`src/rtl/flash_ctrl_defs.vh`:
```
`ifndef FLASH_CTRL_DEFS_VH
`define FLASH_CTRL_DEFS_VH

// ----------------------------------------
// Register indexes (byte address = index * 4)
// ----------------------------------------
`define FPE_IDX_CMD 14'h0FF8
`define FPE_IDX_PAGE 14'h0FF9
`define FPE_IDX_KHZ_HI 14'h0FFA
`define FPE_IDX_KHZ_LO 14'h0FFB

// ----------------------------------------
// Command codes
// ----------------------------------------
`define FPE_CMD_UNLOCK1 8'h73
`define FPE_CMD_UNLOCK2 8'h8C
`define FPE_CMD_PAGE_ERASE 8'h95
`define FPE_CMD_MASS_ERASE 8'h63
`define FPE_CMD_SECT_SEL 8'h5E

// ----------------------------------------
// Field positions
// ----------------------------------------
`define FPE_INFO_BIT 7
`define FPE_PAGE_MSB 6
`define FPE_PM_PAGE_MSB 15
`define FPE_PM_PAGE_LSB 9
`define FPE_PM_SECT_LSB 13
`define FPE_PAGE_SECT_LSB 4

// ----------------------------------------
// Reset and erase fill values
// ----------------------------------------
`define FPE_RST_BYTE 8'h00
`define FPE_ERASED_BYTE 8'hFF

// ----------------------------------------
// Timing
// ----------------------------------------
`define FPE_KHZ_PER_MHZ 40'h00000003E8
`define FPE_PROG_TIME_US 40'h0000000028
`define FPE_PAGE_ERASE_TIME_US 40'h0000002710
`define FPE_MASS_ERASE_TIME_US 40'h0000030D40

`endif

```
`src/rtl/flash_program_erase_control.v`:
```
// Summary of operation
// - Debugger ignores write-protect option for operations
// - Debugger ignores sector protection for operations
// - Debugger may program any address
// - Debugger may set or clear sector bits
// - Debugger unlocks without page rewrite
// - Debugger may rewrite page while unlocked
// - Mass erase only from debugger
// - Shared address: write command, read state
// - 73H then 8CH unlock sequence
// - 95H page erase, 63H mass erase
// - 5EH selects sector register until changed
// - Unknown or misordered command locks
// - Six-bit state codes for lock states
// - Upper state bits show operation
// - State readable anytime, top bits zero
// - Page erase fills 512-byte page FFH
// - Page field matches address bits 15:9
// - Page bit 7 selects information area
// - Sector select redirects page address
// - User sets sector bits only
// - Unlocked: user programs only within page
// - Page erase completion relocks
`include "flash_ctrl_defs.vh"

module flash_program_erase_control #(
	parameter [39:0] PROG_TIME_US = `FPE_PROG_TIME_US,
	parameter [39:0] PAGE_ERASE_TIME_US = `FPE_PAGE_ERASE_TIME_US,
	parameter [39:0] MASS_ERASE_TIME_US = `FPE_MASS_ERASE_TIME_US
) (
	input wire pclk,
	input wire presetn,
	input wire psel,
	input wire penable,
	input wire pwrite,
	input wire [15:0] paddr,
	input wire [31:0] pwdata,
	output reg [31:0] prdata,
	output wire pready,
	output wire pslverr,
	input wire dbg_access,
	input wire write_protect_option,
	input wire pm_wr,
	input wire [15:0] pm_addr,
	input wire [7:0] pm_wdata,
	output wire pm_ready,
	output reg [15:0] flash_addr,
	output reg [7:0] flash_wdata,
	output reg flash_prog,
	output reg flash_erase_page,
	output reg flash_erase_mass,
	output wire info_area_select,
	output wire busy
);

	// ----------------------------------------
	// States
	// ----------------------------------------
	// Busy codes keep the low bits zero; only the top three name the operation
	localparam [5:0] ST_LOCKED = 6'h00;
	localparam [5:0] ST_UNLOCK1 = 6'h01;
	localparam [5:0] ST_UNLOCK2 = 6'h02;
	localparam [5:0] ST_UNLOCKED = 6'h03;
	localparam [5:0] ST_SECT_SEL = 6'h04;
	localparam [5:0] ST_PROG = 6'h08;
	localparam [5:0] ST_PAGE_ERASE = 6'h10;
	localparam [5:0] ST_MASS_ERASE = 6'h20;

	localparam [2:0] SEL_NONE = 3'h0;
	localparam [2:0] SEL_CMD = 3'h1;
	localparam [2:0] SEL_PAGE = 3'h2;
	localparam [2:0] SEL_KHZ_HI = 3'h3;
	localparam [2:0] SEL_KHZ_LO = 3'h4;

	localparam [39:0] PROG_T = PROG_TIME_US;
	localparam [39:0] PAGE_T = PAGE_ERASE_TIME_US;
	localparam [39:0] MASS_T = MASS_ERASE_TIME_US;

	// ----------------------------------------
	// Address decode
	// ----------------------------------------
	function [2:0] reg_sel;
		input [15:0] a;
		begin
			if (a[1:0] != 2'b00)
				reg_sel = SEL_NONE;
			else if (a[15:2] == `FPE_IDX_CMD)
				reg_sel = SEL_CMD;
			else if (a[15:2] == `FPE_IDX_PAGE)
				reg_sel = SEL_PAGE;
			else if (a[15:2] == `FPE_IDX_KHZ_HI)
				reg_sel = SEL_KHZ_HI;
			else if (a[15:2] == `FPE_IDX_KHZ_LO)
				reg_sel = SEL_KHZ_LO;
			else
				reg_sel = SEL_NONE;
		end
	endfunction

	// Top three page bits name the sector; shared by erase and program checks
	function sector_locked;
		input [7:0] locks;
		input [6:0] pg;
		begin
			sector_locked = locks[pg[`FPE_PAGE_MSB:`FPE_PAGE_SECT_LSB]];
		end
	endfunction

	// Registered state and next-value pairs
	reg [5:0] state_q;
	reg [5:0] state_d;
	reg [7:0] page_q;
	reg [7:0] page_d;
	reg [7:0] sector_lock_q;
	reg [7:0] sector_lock_d;
	reg [7:0] clock_khz_high_q;
	reg [7:0] clock_khz_low_q;
	reg [39:0] elapsed_q;
	reg [39:0] target_q;
	reg [39:0] target_d;
	reg start_prog;
	reg start_page;
	reg start_mass;

	wire [2:0] sel;
	wire wr_en;
	wire [7:0] wbyte;
	wire [15:0] clock_khz_value;
	wire [39:0] khz40;
	wire op_done;
	wire user_may_page;
	wire user_may_prog;
	wire prog_take;
	wire [7:0] sector_lock_wr;

	assign sel = reg_sel(paddr);
	assign wbyte = pwdata[7:0];
	assign clock_khz_value = {clock_khz_high_q, clock_khz_low_q};
	assign khz40 = {24'h000000, clock_khz_value};
	assign busy = (state_q[5:3] != 3'b000);

	// ----------------------------------------
	// APB slave
	// ----------------------------------------
	// Writes stall while an operation runs; the core idles anyway.
	assign pready = ~(busy & pwrite);
	assign pslverr = psel & penable & (sel == SEL_NONE);
	assign wr_en = psel & penable & pwrite & pready & (sel != SEL_NONE);

	// Read data latched at setup so reads never need a wait state
	always @(posedge pclk or negedge presetn) begin
		if (!presetn) begin
			prdata <= 32'h00000000;
		end else if (psel & ~penable & ~pwrite) begin
			case (sel)
				SEL_CMD: prdata <= {24'h000000, 2'b00, state_q};
				SEL_PAGE: begin
					if (state_q == ST_SECT_SEL)
						prdata <= {24'h000000, sector_lock_q};
					else
						prdata <= {24'h000000, page_q};
				end
				SEL_KHZ_HI: prdata <= {24'h000000, clock_khz_high_q};
				SEL_KHZ_LO: prdata <= {24'h000000, clock_khz_low_q};
				default: prdata <= 32'h00000000;
			endcase
		end
	end

	always @(posedge pclk or negedge presetn) begin
		if (!presetn) begin
			clock_khz_high_q <= `FPE_RST_BYTE;
			clock_khz_low_q <= `FPE_RST_BYTE;
		end else if (wr_en) begin
			// Either byte may come first; the pair is used live at each start
			if (sel == SEL_KHZ_HI)
				clock_khz_high_q <= wbyte;
			if (sel == SEL_KHZ_LO)
				clock_khz_low_q <= wbyte;
		end
	end

	// ----------------------------------------
	// Protection checks
	// ----------------------------------------
	// Only exported; mapping the area into memory lives outside
	assign info_area_select = page_q[`FPE_INFO_BIT];

	// User permissions; the debugger bypasses both
	assign user_may_page = ~write_protect_option &
		~sector_locked(sector_lock_q, page_q[`FPE_PAGE_MSB:0]);

	assign user_may_prog = ~write_protect_option &
		(pm_addr[`FPE_PM_PAGE_MSB:`FPE_PM_PAGE_LSB] == page_q[`FPE_PAGE_MSB:0]) &
		~sector_locked(sector_lock_q, pm_addr[`FPE_PM_PAGE_MSB:`FPE_PM_PAGE_LSB]);

	// Bus write wins over a program-memory write in the same cycle
	assign pm_ready = ~busy & ~wr_en;
	// A refused program write is dropped silently, never stalled
	assign prog_take = pm_wr & pm_ready & (state_q == ST_UNLOCKED) &
		(dbg_access | user_may_prog);

	// ----------------------------------------
	// Sector lock update
	// ----------------------------------------
	// User writes may only raise a bit; the debugger writes it outright
	genvar gi;
	generate
		for (gi = 0; gi < 8; gi = gi + 1) begin : g_lock_bit
			assign sector_lock_wr[gi] = dbg_access ? wbyte[gi] : (sector_lock_q[gi] | wbyte[gi]);
		end
	endgenerate

	// ----------------------------------------
	// Command and state sequencing
	// ----------------------------------------
	// Any surprise on the command port falls back to locked
	always @* begin
		state_d = state_q;
		page_d = page_q;
		sector_lock_d = sector_lock_q;
		start_prog = 1'b0;
		start_page = 1'b0;
		start_mass = 1'b0;
		if (wr_en && sel == SEL_CMD) begin
			case (wbyte)
				`FPE_CMD_UNLOCK1: begin
					if (state_q == ST_LOCKED || state_q == ST_SECT_SEL)
						state_d = ST_UNLOCK1;
					else
						state_d = ST_LOCKED;
				end
				`FPE_CMD_UNLOCK2: begin
					// Debugger unlock skips the page rewrite
					if (state_q == ST_UNLOCK1)
						state_d = dbg_access ? ST_UNLOCKED : ST_UNLOCK2;
					else
						state_d = ST_LOCKED;
				end
				`FPE_CMD_PAGE_ERASE: begin
					if (state_q == ST_UNLOCKED && (dbg_access || user_may_page)) begin
						state_d = ST_PAGE_ERASE;
						start_page = 1'b1;
					end else begin
						state_d = ST_LOCKED;
					end
				end
				`FPE_CMD_MASS_ERASE: begin
					if (state_q == ST_UNLOCKED && dbg_access) begin
						state_d = ST_MASS_ERASE;
						start_mass = 1'b1;
					end else begin
						state_d = ST_LOCKED;
					end
				end
				`FPE_CMD_SECT_SEL: state_d = ST_SECT_SEL;
				default: state_d = ST_LOCKED;
			endcase
		end else if (wr_en && sel == SEL_PAGE) begin
			case (state_q)
				ST_SECT_SEL: sector_lock_d = sector_lock_wr;
				ST_LOCKED: page_d = wbyte;
				ST_UNLOCK2: begin
					// Rewrite of the same page completes the user unlock
					if (wbyte == page_q)
						state_d = ST_UNLOCKED;
					else
						state_d = ST_LOCKED;
				end
				ST_UNLOCKED: begin
					// User page rewrite while unlocked is out of order
					if (dbg_access)
						page_d = wbyte;
					else
						state_d = ST_LOCKED;
				end
				default: state_d = ST_LOCKED;
			endcase
		end else if (prog_take) begin
			state_d = ST_PROG;
			start_prog = 1'b1;
		end else if (op_done) begin
			case (state_q)
				ST_PROG: state_d = ST_UNLOCKED;
				ST_PAGE_ERASE: state_d = ST_LOCKED;
				ST_MASS_ERASE: state_d = ST_LOCKED;
				default: state_d = state_q;
			endcase
		end
	end

	always @(posedge pclk or negedge presetn) begin
		if (!presetn) begin
			state_q <= ST_LOCKED;
			page_q <= `FPE_RST_BYTE;
			// Sector locks clear here or by a debugger write; user code cannot undo them
			sector_lock_q <= `FPE_RST_BYTE;
		end else begin
			state_q <= state_d;
			page_q <= page_d;
			sector_lock_q <= sector_lock_d;
		end
	end

	// ----------------------------------------
	// Operation timer
	// ----------------------------------------
	// Elapsed us = cycles * 1000 / kHz, so compare scaled cycle count
	// against time * kHz; no divider needed. Zero kHz ends at once.
	// Limitation: a kHz change mid-operation only counts from the next start
	always @* begin
		target_d = target_q;
		if (start_prog)
			target_d = PROG_T * khz40;
		else if (start_page)
			target_d = PAGE_T * khz40;
		else if (start_mass)
			target_d = MASS_T * khz40;
	end

	assign op_done = busy & (elapsed_q >= target_q);

	// Counter only runs while busy, so it never wraps when idle
	always @(posedge pclk or negedge presetn) begin
		if (!presetn) begin
			elapsed_q <= 40'h0000000000;
			target_q <= 40'h0000000000;
		end else begin
			target_q <= target_d;
			if (start_prog | start_page | start_mass)
				elapsed_q <= 40'h0000000000;
			else if (busy & ~op_done)
				elapsed_q <= elapsed_q + `FPE_KHZ_PER_MHZ;
		end
	end

	// ----------------------------------------
	// Flash array strobes
	// ----------------------------------------
	// Registered so the array sees clean levels
	always @(posedge pclk or negedge presetn) begin
		if (!presetn) begin
			flash_addr <= 16'h0000;
			flash_wdata <= `FPE_RST_BYTE;
			flash_prog <= 1'b0;
			flash_erase_page <= 1'b0;
			flash_erase_mass <= 1'b0;
		end else begin
			if (start_prog) begin
				flash_addr <= pm_addr;
				flash_wdata <= pm_wdata;
				flash_prog <= 1'b1;
			end else if (start_page) begin
				// Page base: low nine bits zero, whole 512-byte page to FFH
				flash_addr <= {page_q[`FPE_PAGE_MSB:0], 9'h000};
				flash_wdata <= `FPE_ERASED_BYTE;
				flash_erase_page <= 1'b1;
			end else if (start_mass) begin
				// Mass erase spans the whole array from address zero
				flash_addr <= 16'h0000;
				flash_wdata <= `FPE_ERASED_BYTE;
				flash_erase_mass <= 1'b1;
			end else if (op_done) begin
				flash_prog <= 1'b0;
				flash_erase_page <= 1'b0;
				flash_erase_mass <= 1'b0;
			end
		end
	end

endmodule // flash_program_erase_control

```
`config.mk`:
```
export PLATFORM = sky130hd
export DESIGN_NAME = flash_program_erase_control
export DESIGN_NICKNAME = d
export VERILOG_FILES = /design/src/rtl/flash_program_erase_control.v
export VERILOG_INCLUDE_DIRS = /design/src /design/src/rtl
export SDC_FILE = /design/constraint.sdc
export NUM_CORES = 1
export LEC_CHECK = 0
export BUFFER_PORTS_ARGS = -buffer_cell sky130_fd_sc_hd__buf_2
export CAP_MARGIN = 10
export CORE_ASPECT_RATIO = 1.25
export CORE_UTILIZATION = 40
export CTS_CLUSTER_DIAMETER = 60
export DETAILED_ROUTE_END_ITERATION = 8
export GPL_TIMING_DRIVEN = 0
export HOLD_SLACK_MARGIN = 0.02
export PLACE_DENSITY = 0.64
export SLEW_MARGIN = 20
export SYNTH_ARGS = -nofsm -noshare
export SYNTH_HDL_FRONTEND = slang
export SYNTH_SLANG_ARGS = --single-unit
```
`constraint.sdc`:
```
create_clock -name pclk -period 12.6 [get_ports pclk]
set_input_delay 1.26 -clock pclk [delete_from_list [all_inputs] [get_ports pclk]]
set_output_delay 1.26 -clock pclk [all_outputs]
set_load 0.03 [all_outputs]
```
### Yosys cells after proc, flatten, opt, wreduce, memory -nomap -nowiden

Cells that the tools add are included.

| storage, ports and cells | value |
|---|---|
| register bits after elaboration | 177 |
| bits in latches | 0 |
| bits in writable memories | 0 |
| memory bits (read-only) | 0 |
| output and inout bits | 64 |
| logic and storage cells | 178 |
| memories | 0 |

| cells by class | value |
|---|---|
| add/subtract/negate cells | 1 |
| multipliers | 3 |
| div/mod/pow operators | 0 |
| $lt $le $gt $ge | 3 |
| equality and inequality tests | 28 |
| shift-type cells | 0 |
| multiplexer cells | 61 |
| bitwise logic cells | 40 |
| reduce and logical (&&, ||, !) cells | 29 |

Operators by type and width:

| operator | count |
|---|---|
| $mux 40 | 5 |
| $eq 14x12->1 const B | 4 |
| $mux 16 | 3 |
| $add 40x10->40 const B | 1 |
| $ge 40x40->1 | 1 |
| $mux 8 | 5 |
| $mux 6 | 6 |
| $pmux 8 s4 | 1 |
| $pmux 6 s5 | 1 |
| $mul 12x16->28 const A | 1 |
| $mux 1 | 27 |
| $mul 10x16->26 const A | 1 |
| $eq 8x7->1 const B | 3 |
| $mul 3x16->19 const A | 1 |
| $pmux 6 s3 | 1 |
| $and 1x1->1 | 17 |
| $eq 8x8->1 const B | 2 |
| $pmux 8 s2 | 1 |
| $mux 3 | 5 |
| $eq 6x2->1 const B | 2 |
| $not 1->1 | 12 |
| $pmux 6 s2 | 1 |
| $reduce_and 3->1 | 4 |
| $reduce_bool 2->1 | 6 |
| other kinds (28) | 54 |

### Logic depth before layout (Yosys ltp)

| logic depth | value |
|---|---|
| depth after elaboration | 19 |
| gate-level depth with buffers | 21 |

### Worst setup path before layout

OpenSTA, ideal clock, no wires.

| timing path | value |
|---|---|
| path kind | reg2reg |
| from | register clock_khz_low_q[4] |
| to | register target_q[29] |
| library setup time | 0.126 ns |
| data arrival time | 4.813 ns |
| required time | 12.474 ns |
| path slack | 7.661 ns |
| cell stages (with the launch flop) | 22 |
| buffers on the path | 0 |
| period minus slack after synthesis | 4.939 ns |
| path through | dfrtp_1 inv_1 fa_1 inv_1 ha_1 inv_1 fa_1 inv_1 ha_1 inv_1 fa_1 inv_1 ha_1 o21a_1 o21a_1 a21oi_1 o211ai_1 a31oi_1 nor2b_1 o21ai_0 mux2i_1 a221o_1 |

| on the way | value |
|---|---|
| longest elaborated chain between the ends | 4 |

RTL lines:

| element | line | text |
|---|---|---|
| from (decl) | flash_program_erase_control.v:117 | `reg [7:0] clock_khz_low_q;` |
| from (signal assigned) | flash_program_erase_control.v:173 | `` clock_khz_low_q <= `FPE_RST_BYTE; `` |
| from (signal assigned) | flash_program_erase_control.v:179 | `clock_khz_low_q <= wbyte;` |
| $mul 12x16->28 | flash_program_erase_control.v:318 | `target_d = MASS_T * khz40;` |
| $mux 40 | flash_program_erase_control.v:317 | `else if (start_mass)` |
| $mux 40 * | flash_program_erase_control.v:315 | `else if (start_page)` |
| $mux 40 * | flash_program_erase_control.v:313 | `if (start_prog)` |
| to (signal assigned) | flash_program_erase_control.v:329 | `target_q <= target_d;` |
| to (decl) | flash_program_erase_control.v:119 | `reg [39:0] target_q;` |

Mark *: on every way between the ends. The rest lies on a longest branch, timed or not. The select of a mux whose other input is x is not followed.
A chain may end at the register's enable or synchronous reset.

### Final worst setup path

Ends and elaborated chain as after synthesis.

==> impl_metrics.tcl <==
set metrics [dict create \
    status "finished, final reports clean" \
    cp.required_ns 12.90 \
    area_growth_pct 12.7 \
    grt_setup_unrepaired "no" \
    drt_pass1_iterations 7 \
    ios 144 \
    yosysSeqAreaShare_pct 25.2 \
    setup_viol 0 \
    clock_tree.buffer_depth 2 \
    grt_pass1_wl_mm 59.2 \
    cts.clk_slew.worst_paths_ns 0.07 \
    layout_min_cycle_time_ns 5.73 \
    diodes 0 \
    r2r_cells 21 \
    fin_nets 2012 \
    crit_chain "inv_1, fa_1, inv_1, ha_1, inv_1, fa_1, inv_1, ha_1, inv_1, fa_1, inv_1, ha_1, o21a_1, o21a_1, a21oi_1, o211ai_1, a31oi_1, nor2b_1, o21ai_0, mux2i_1, a221o_1" \
    cts_hold_buf 0 \
    r2r_start "clock_khz_low_q[4]" \
    r2r_slack_ns 6.87 \
    fp.dieW_um 169 \
    drt_iter0_drc 743 \
    syn_area_mm2 0.0140 \
    powerDensity_mw_per_mm2 64.1 \
    critPathCapture "target_q[29]" \
    path_class "register to register" \
    yosysUniqueCellTypes 79 \
    cts_tree "yes" \
    crit_path_start "clock_khz_low_q[4]" \
    hp-class "register to register" \
    synth_warnings 0 \
    synth_edf_count 0 \
    numCtsBuffers 17 \
    overflow 0 \
    setup_tns_ns 0 \
    finalPower_w 0.00101 \
    fin_cells 2123 \
    clock_latency_ns 0.43 \
    via_per_inst 5.28 \
    multiInputGateArea_mm2 0.00934 \
    p_leak_nw 8.55 \
    post_cts_buffers 0 \
    post-route-period-util_pct 45.5 \
    drc 0 \
    endpoint_kind "register" \
    start_util_pct 40.6 \
    routed_wl_mm 36.9 \
    cts-resized-gates 0 \
    rows 76 \
    cp.arrival_ns 6.03 \
    cap_viol_max_count 0 \
    io_buffer_count 94 \
    fp.dieH_um 211 \
    cp_slowest_cell "dfrtp_1" \
    hold_viol 0 \
    core_area_mm2 0.0344 \
    synth_top_flop_cell "dfrtp_1" \
    crit_cells 21 \
    cp-start-kind "register" \
    wl_per_cell_um 17.4 \
    report.final.slew_viol_count 0 \
    mostFrequentLayoutCell "inv_1" \
    root_buffer "clkbuf_16" \
    clock_sinks 141 \
    num-fill-cells 3313 \
    crit_top_cell "inv_1" \
    grt_pass1_vias 11200 \
    worst_slew_pin_slew_ns 0.842 \
    antenna_found_initial 0 \
    vias 11200 \
    ant_nets 0 \
    relSlewSlack_pct 43.7 \
    track_usage_pct 21.3 \
    final.setup_skew_ns 0.0152 \
    grt_max_degree 89 \
    cp_num_buf_inv 6 \
    vdd_drop_max_mv 0.0802 \
    max_freq_mhz 175 \
    cp_max_fo 10 \
    dp_hpwl_mm 29.6 \
    postPlaceCellArea_mm2 0.0152 \
    async_reset_ff_share_pct 100 \
    max_stage_delay_ns 0.66 \
    syn_inst 1505 \
    final_cell_area_mm2 0.0158 \
    cts_htree_levels 4 \
    place.gp.congestion 0.916 \
    dieArea_mm2 0.0357 \
    ys_ff_latch 141 \
    avgSynthCellArea_um2 9.29 \
    mostFrequentLayoutCells "inv_1 (233), ha_1 (218), dfrtp_1 (141)" \
    dp.cells 2091 \
    seq_area_mm2 0.00353 \
    drive_gt1_share_pct 13.4 \
    cp_top_family "adder cells" \
    reg2reg_to "target_q[29]" \
]
==> worst register-to-register path, delay by kind of cell, from the launching register on <==
family                     cells  cell delay, ns
muxes                          1            0.17
adders and majority gates      6            2.45
buffers and inverters          6            0.45
and+or+nand+nor                1            0.08
AOI/OAI and AO/OA              7            1.78
DFF                            1            0.66
==> logic make-up (layout without fill, tap and decap cells) <==
family                     count (synthesis)  after routing  share of synthesized area (%)
xor gates and xnor gates                  92             92                           5.76
DFF                                      141            141                           25.2
muxes                                     42             42                           3.59
adders and majority gates                290            290                           29.8
and+or+nand+nor                          337            337                           11.9
buffers and inverters                    291            418                           8.66
AOI/OAI and AO/OA                        311            311                           15.0
other                                      1             24                         0.0268
==> power by group <==
group	switching, W	internal, W
clock	0.000213	0.000296
sequential	0.0000000354	0.000453
combinational	0.0000320	0.0000166
==> synthesized netlist by cell type, drive strengths merged (4+ instances only) <==
cell type	number	area [µm²]
a2111oi	4	36.3
a211oi	20	155
a21o	25	188
a21oi	54	270
a22o	17	149
a22oi	18	135
a31o	7	61.3
a31oi	12	75.1
a41oi	4	35.0
and2	8	52.6
and3	16	100
and4	5	43.8
buf	37	258
clkbuf	18	67.6
dfrtp	141	3530
fa	72	1440
ha	218	2730
inv	235	882
mux2	22	248
mux2i	16	160
mux4	4	93.8
nand2	112	425
nand2b	5	33.8
nand3	20	100
nand4	10	62.6
nor2	87	332
nor2b	9	56.3
nor3	22	120
nor4	10	98.8
o211ai	5	37.5
o21a	11	82.6
o21ai	78	390
o21bai	5	37.5
o221a	6	67.6
o22a	8	70.1
o22ai	6	37.5
o31ai	10	75.1
or2	5	31.3
or3	14	87.6
xnor2	51	447
xor2	41	359
==> state kept, by name, summed over array words and instances (netlist names) <==
| register | cells |
|---|---|
| clock_khz_high_q | 8 |
| clock_khz_low_q | 8 |
| elapsed_q | 37 |
| flash_addr | 16 |
| flash_erase_mass | 1 |
| flash_erase_page | 1 |
| flash_prog | 1 |
| flash_wdata | 8 |
| page_q | 8 |
| prdata | 8 |
| sector_lock_q | 8 |
| state_q | 6 |
| target_q | 31 |
==> worst min-delay path by stage <==
stage / slack (ns) / cells past startpoint / endpoint / start
finish: 0.47 / 2 / flash_addr[11] / flash_addr[11]
detailed placement: 0.46 / 2 / flash_addr[11] / flash_addr[11]
CTS: 0.47 / 2 / flash_addr[11] / flash_addr[11]
floorplan: 0.45 / 2 / target_q[3] / target_q[3]
global route: 0.49 / 2 / flash_addr[10] / flash_addr[10]
global placement: 0.45 / 2 / flash_addr[11] / flash_addr[11]
==> stage by stage <==
stage	utilization (%)	setup WS (ns)	hold slack, ns
after floorplan	-	7.66	0.454
after global placement	43.9	6.94	0.451
after detailed placement	44.1	6.88	0.456
after CTS	45.8	6.86	0.471
after global routing	45.8	6.41	0.486
final	45.8	6.87	0.472
==> per-layer routing <==
| metal | global-route usage, % | part of all wire (%) | wire length, µm | up-vias |
|---|---|---|---|---|
| met1 | 26.0 | 42 | 15500 | 5443 |
| met3 | 2.15 | 3.7 | 1360 | 64 |
| met5 | 0 | 0 | 0 | - |
| met4 | 8.67 | 3.2 | 1200 | 0 |
| met2 | 38.1 | 51 | 18800 | 268 |
| li1 | - | - | - | 5434 |
==> cell type report <==
type,instances,share of cell area (%)
multi-input cells,1096,59.3
flip-flops and latches,141,22.4
inverters,236,5.62
well taps,468,3.72
repair buffers,95,3.22
clock buffers,19,2.75
plain buffers,55,2.06
clock inverters,13,0.976
Note: power is estimated with default switching activity, not from simulation.
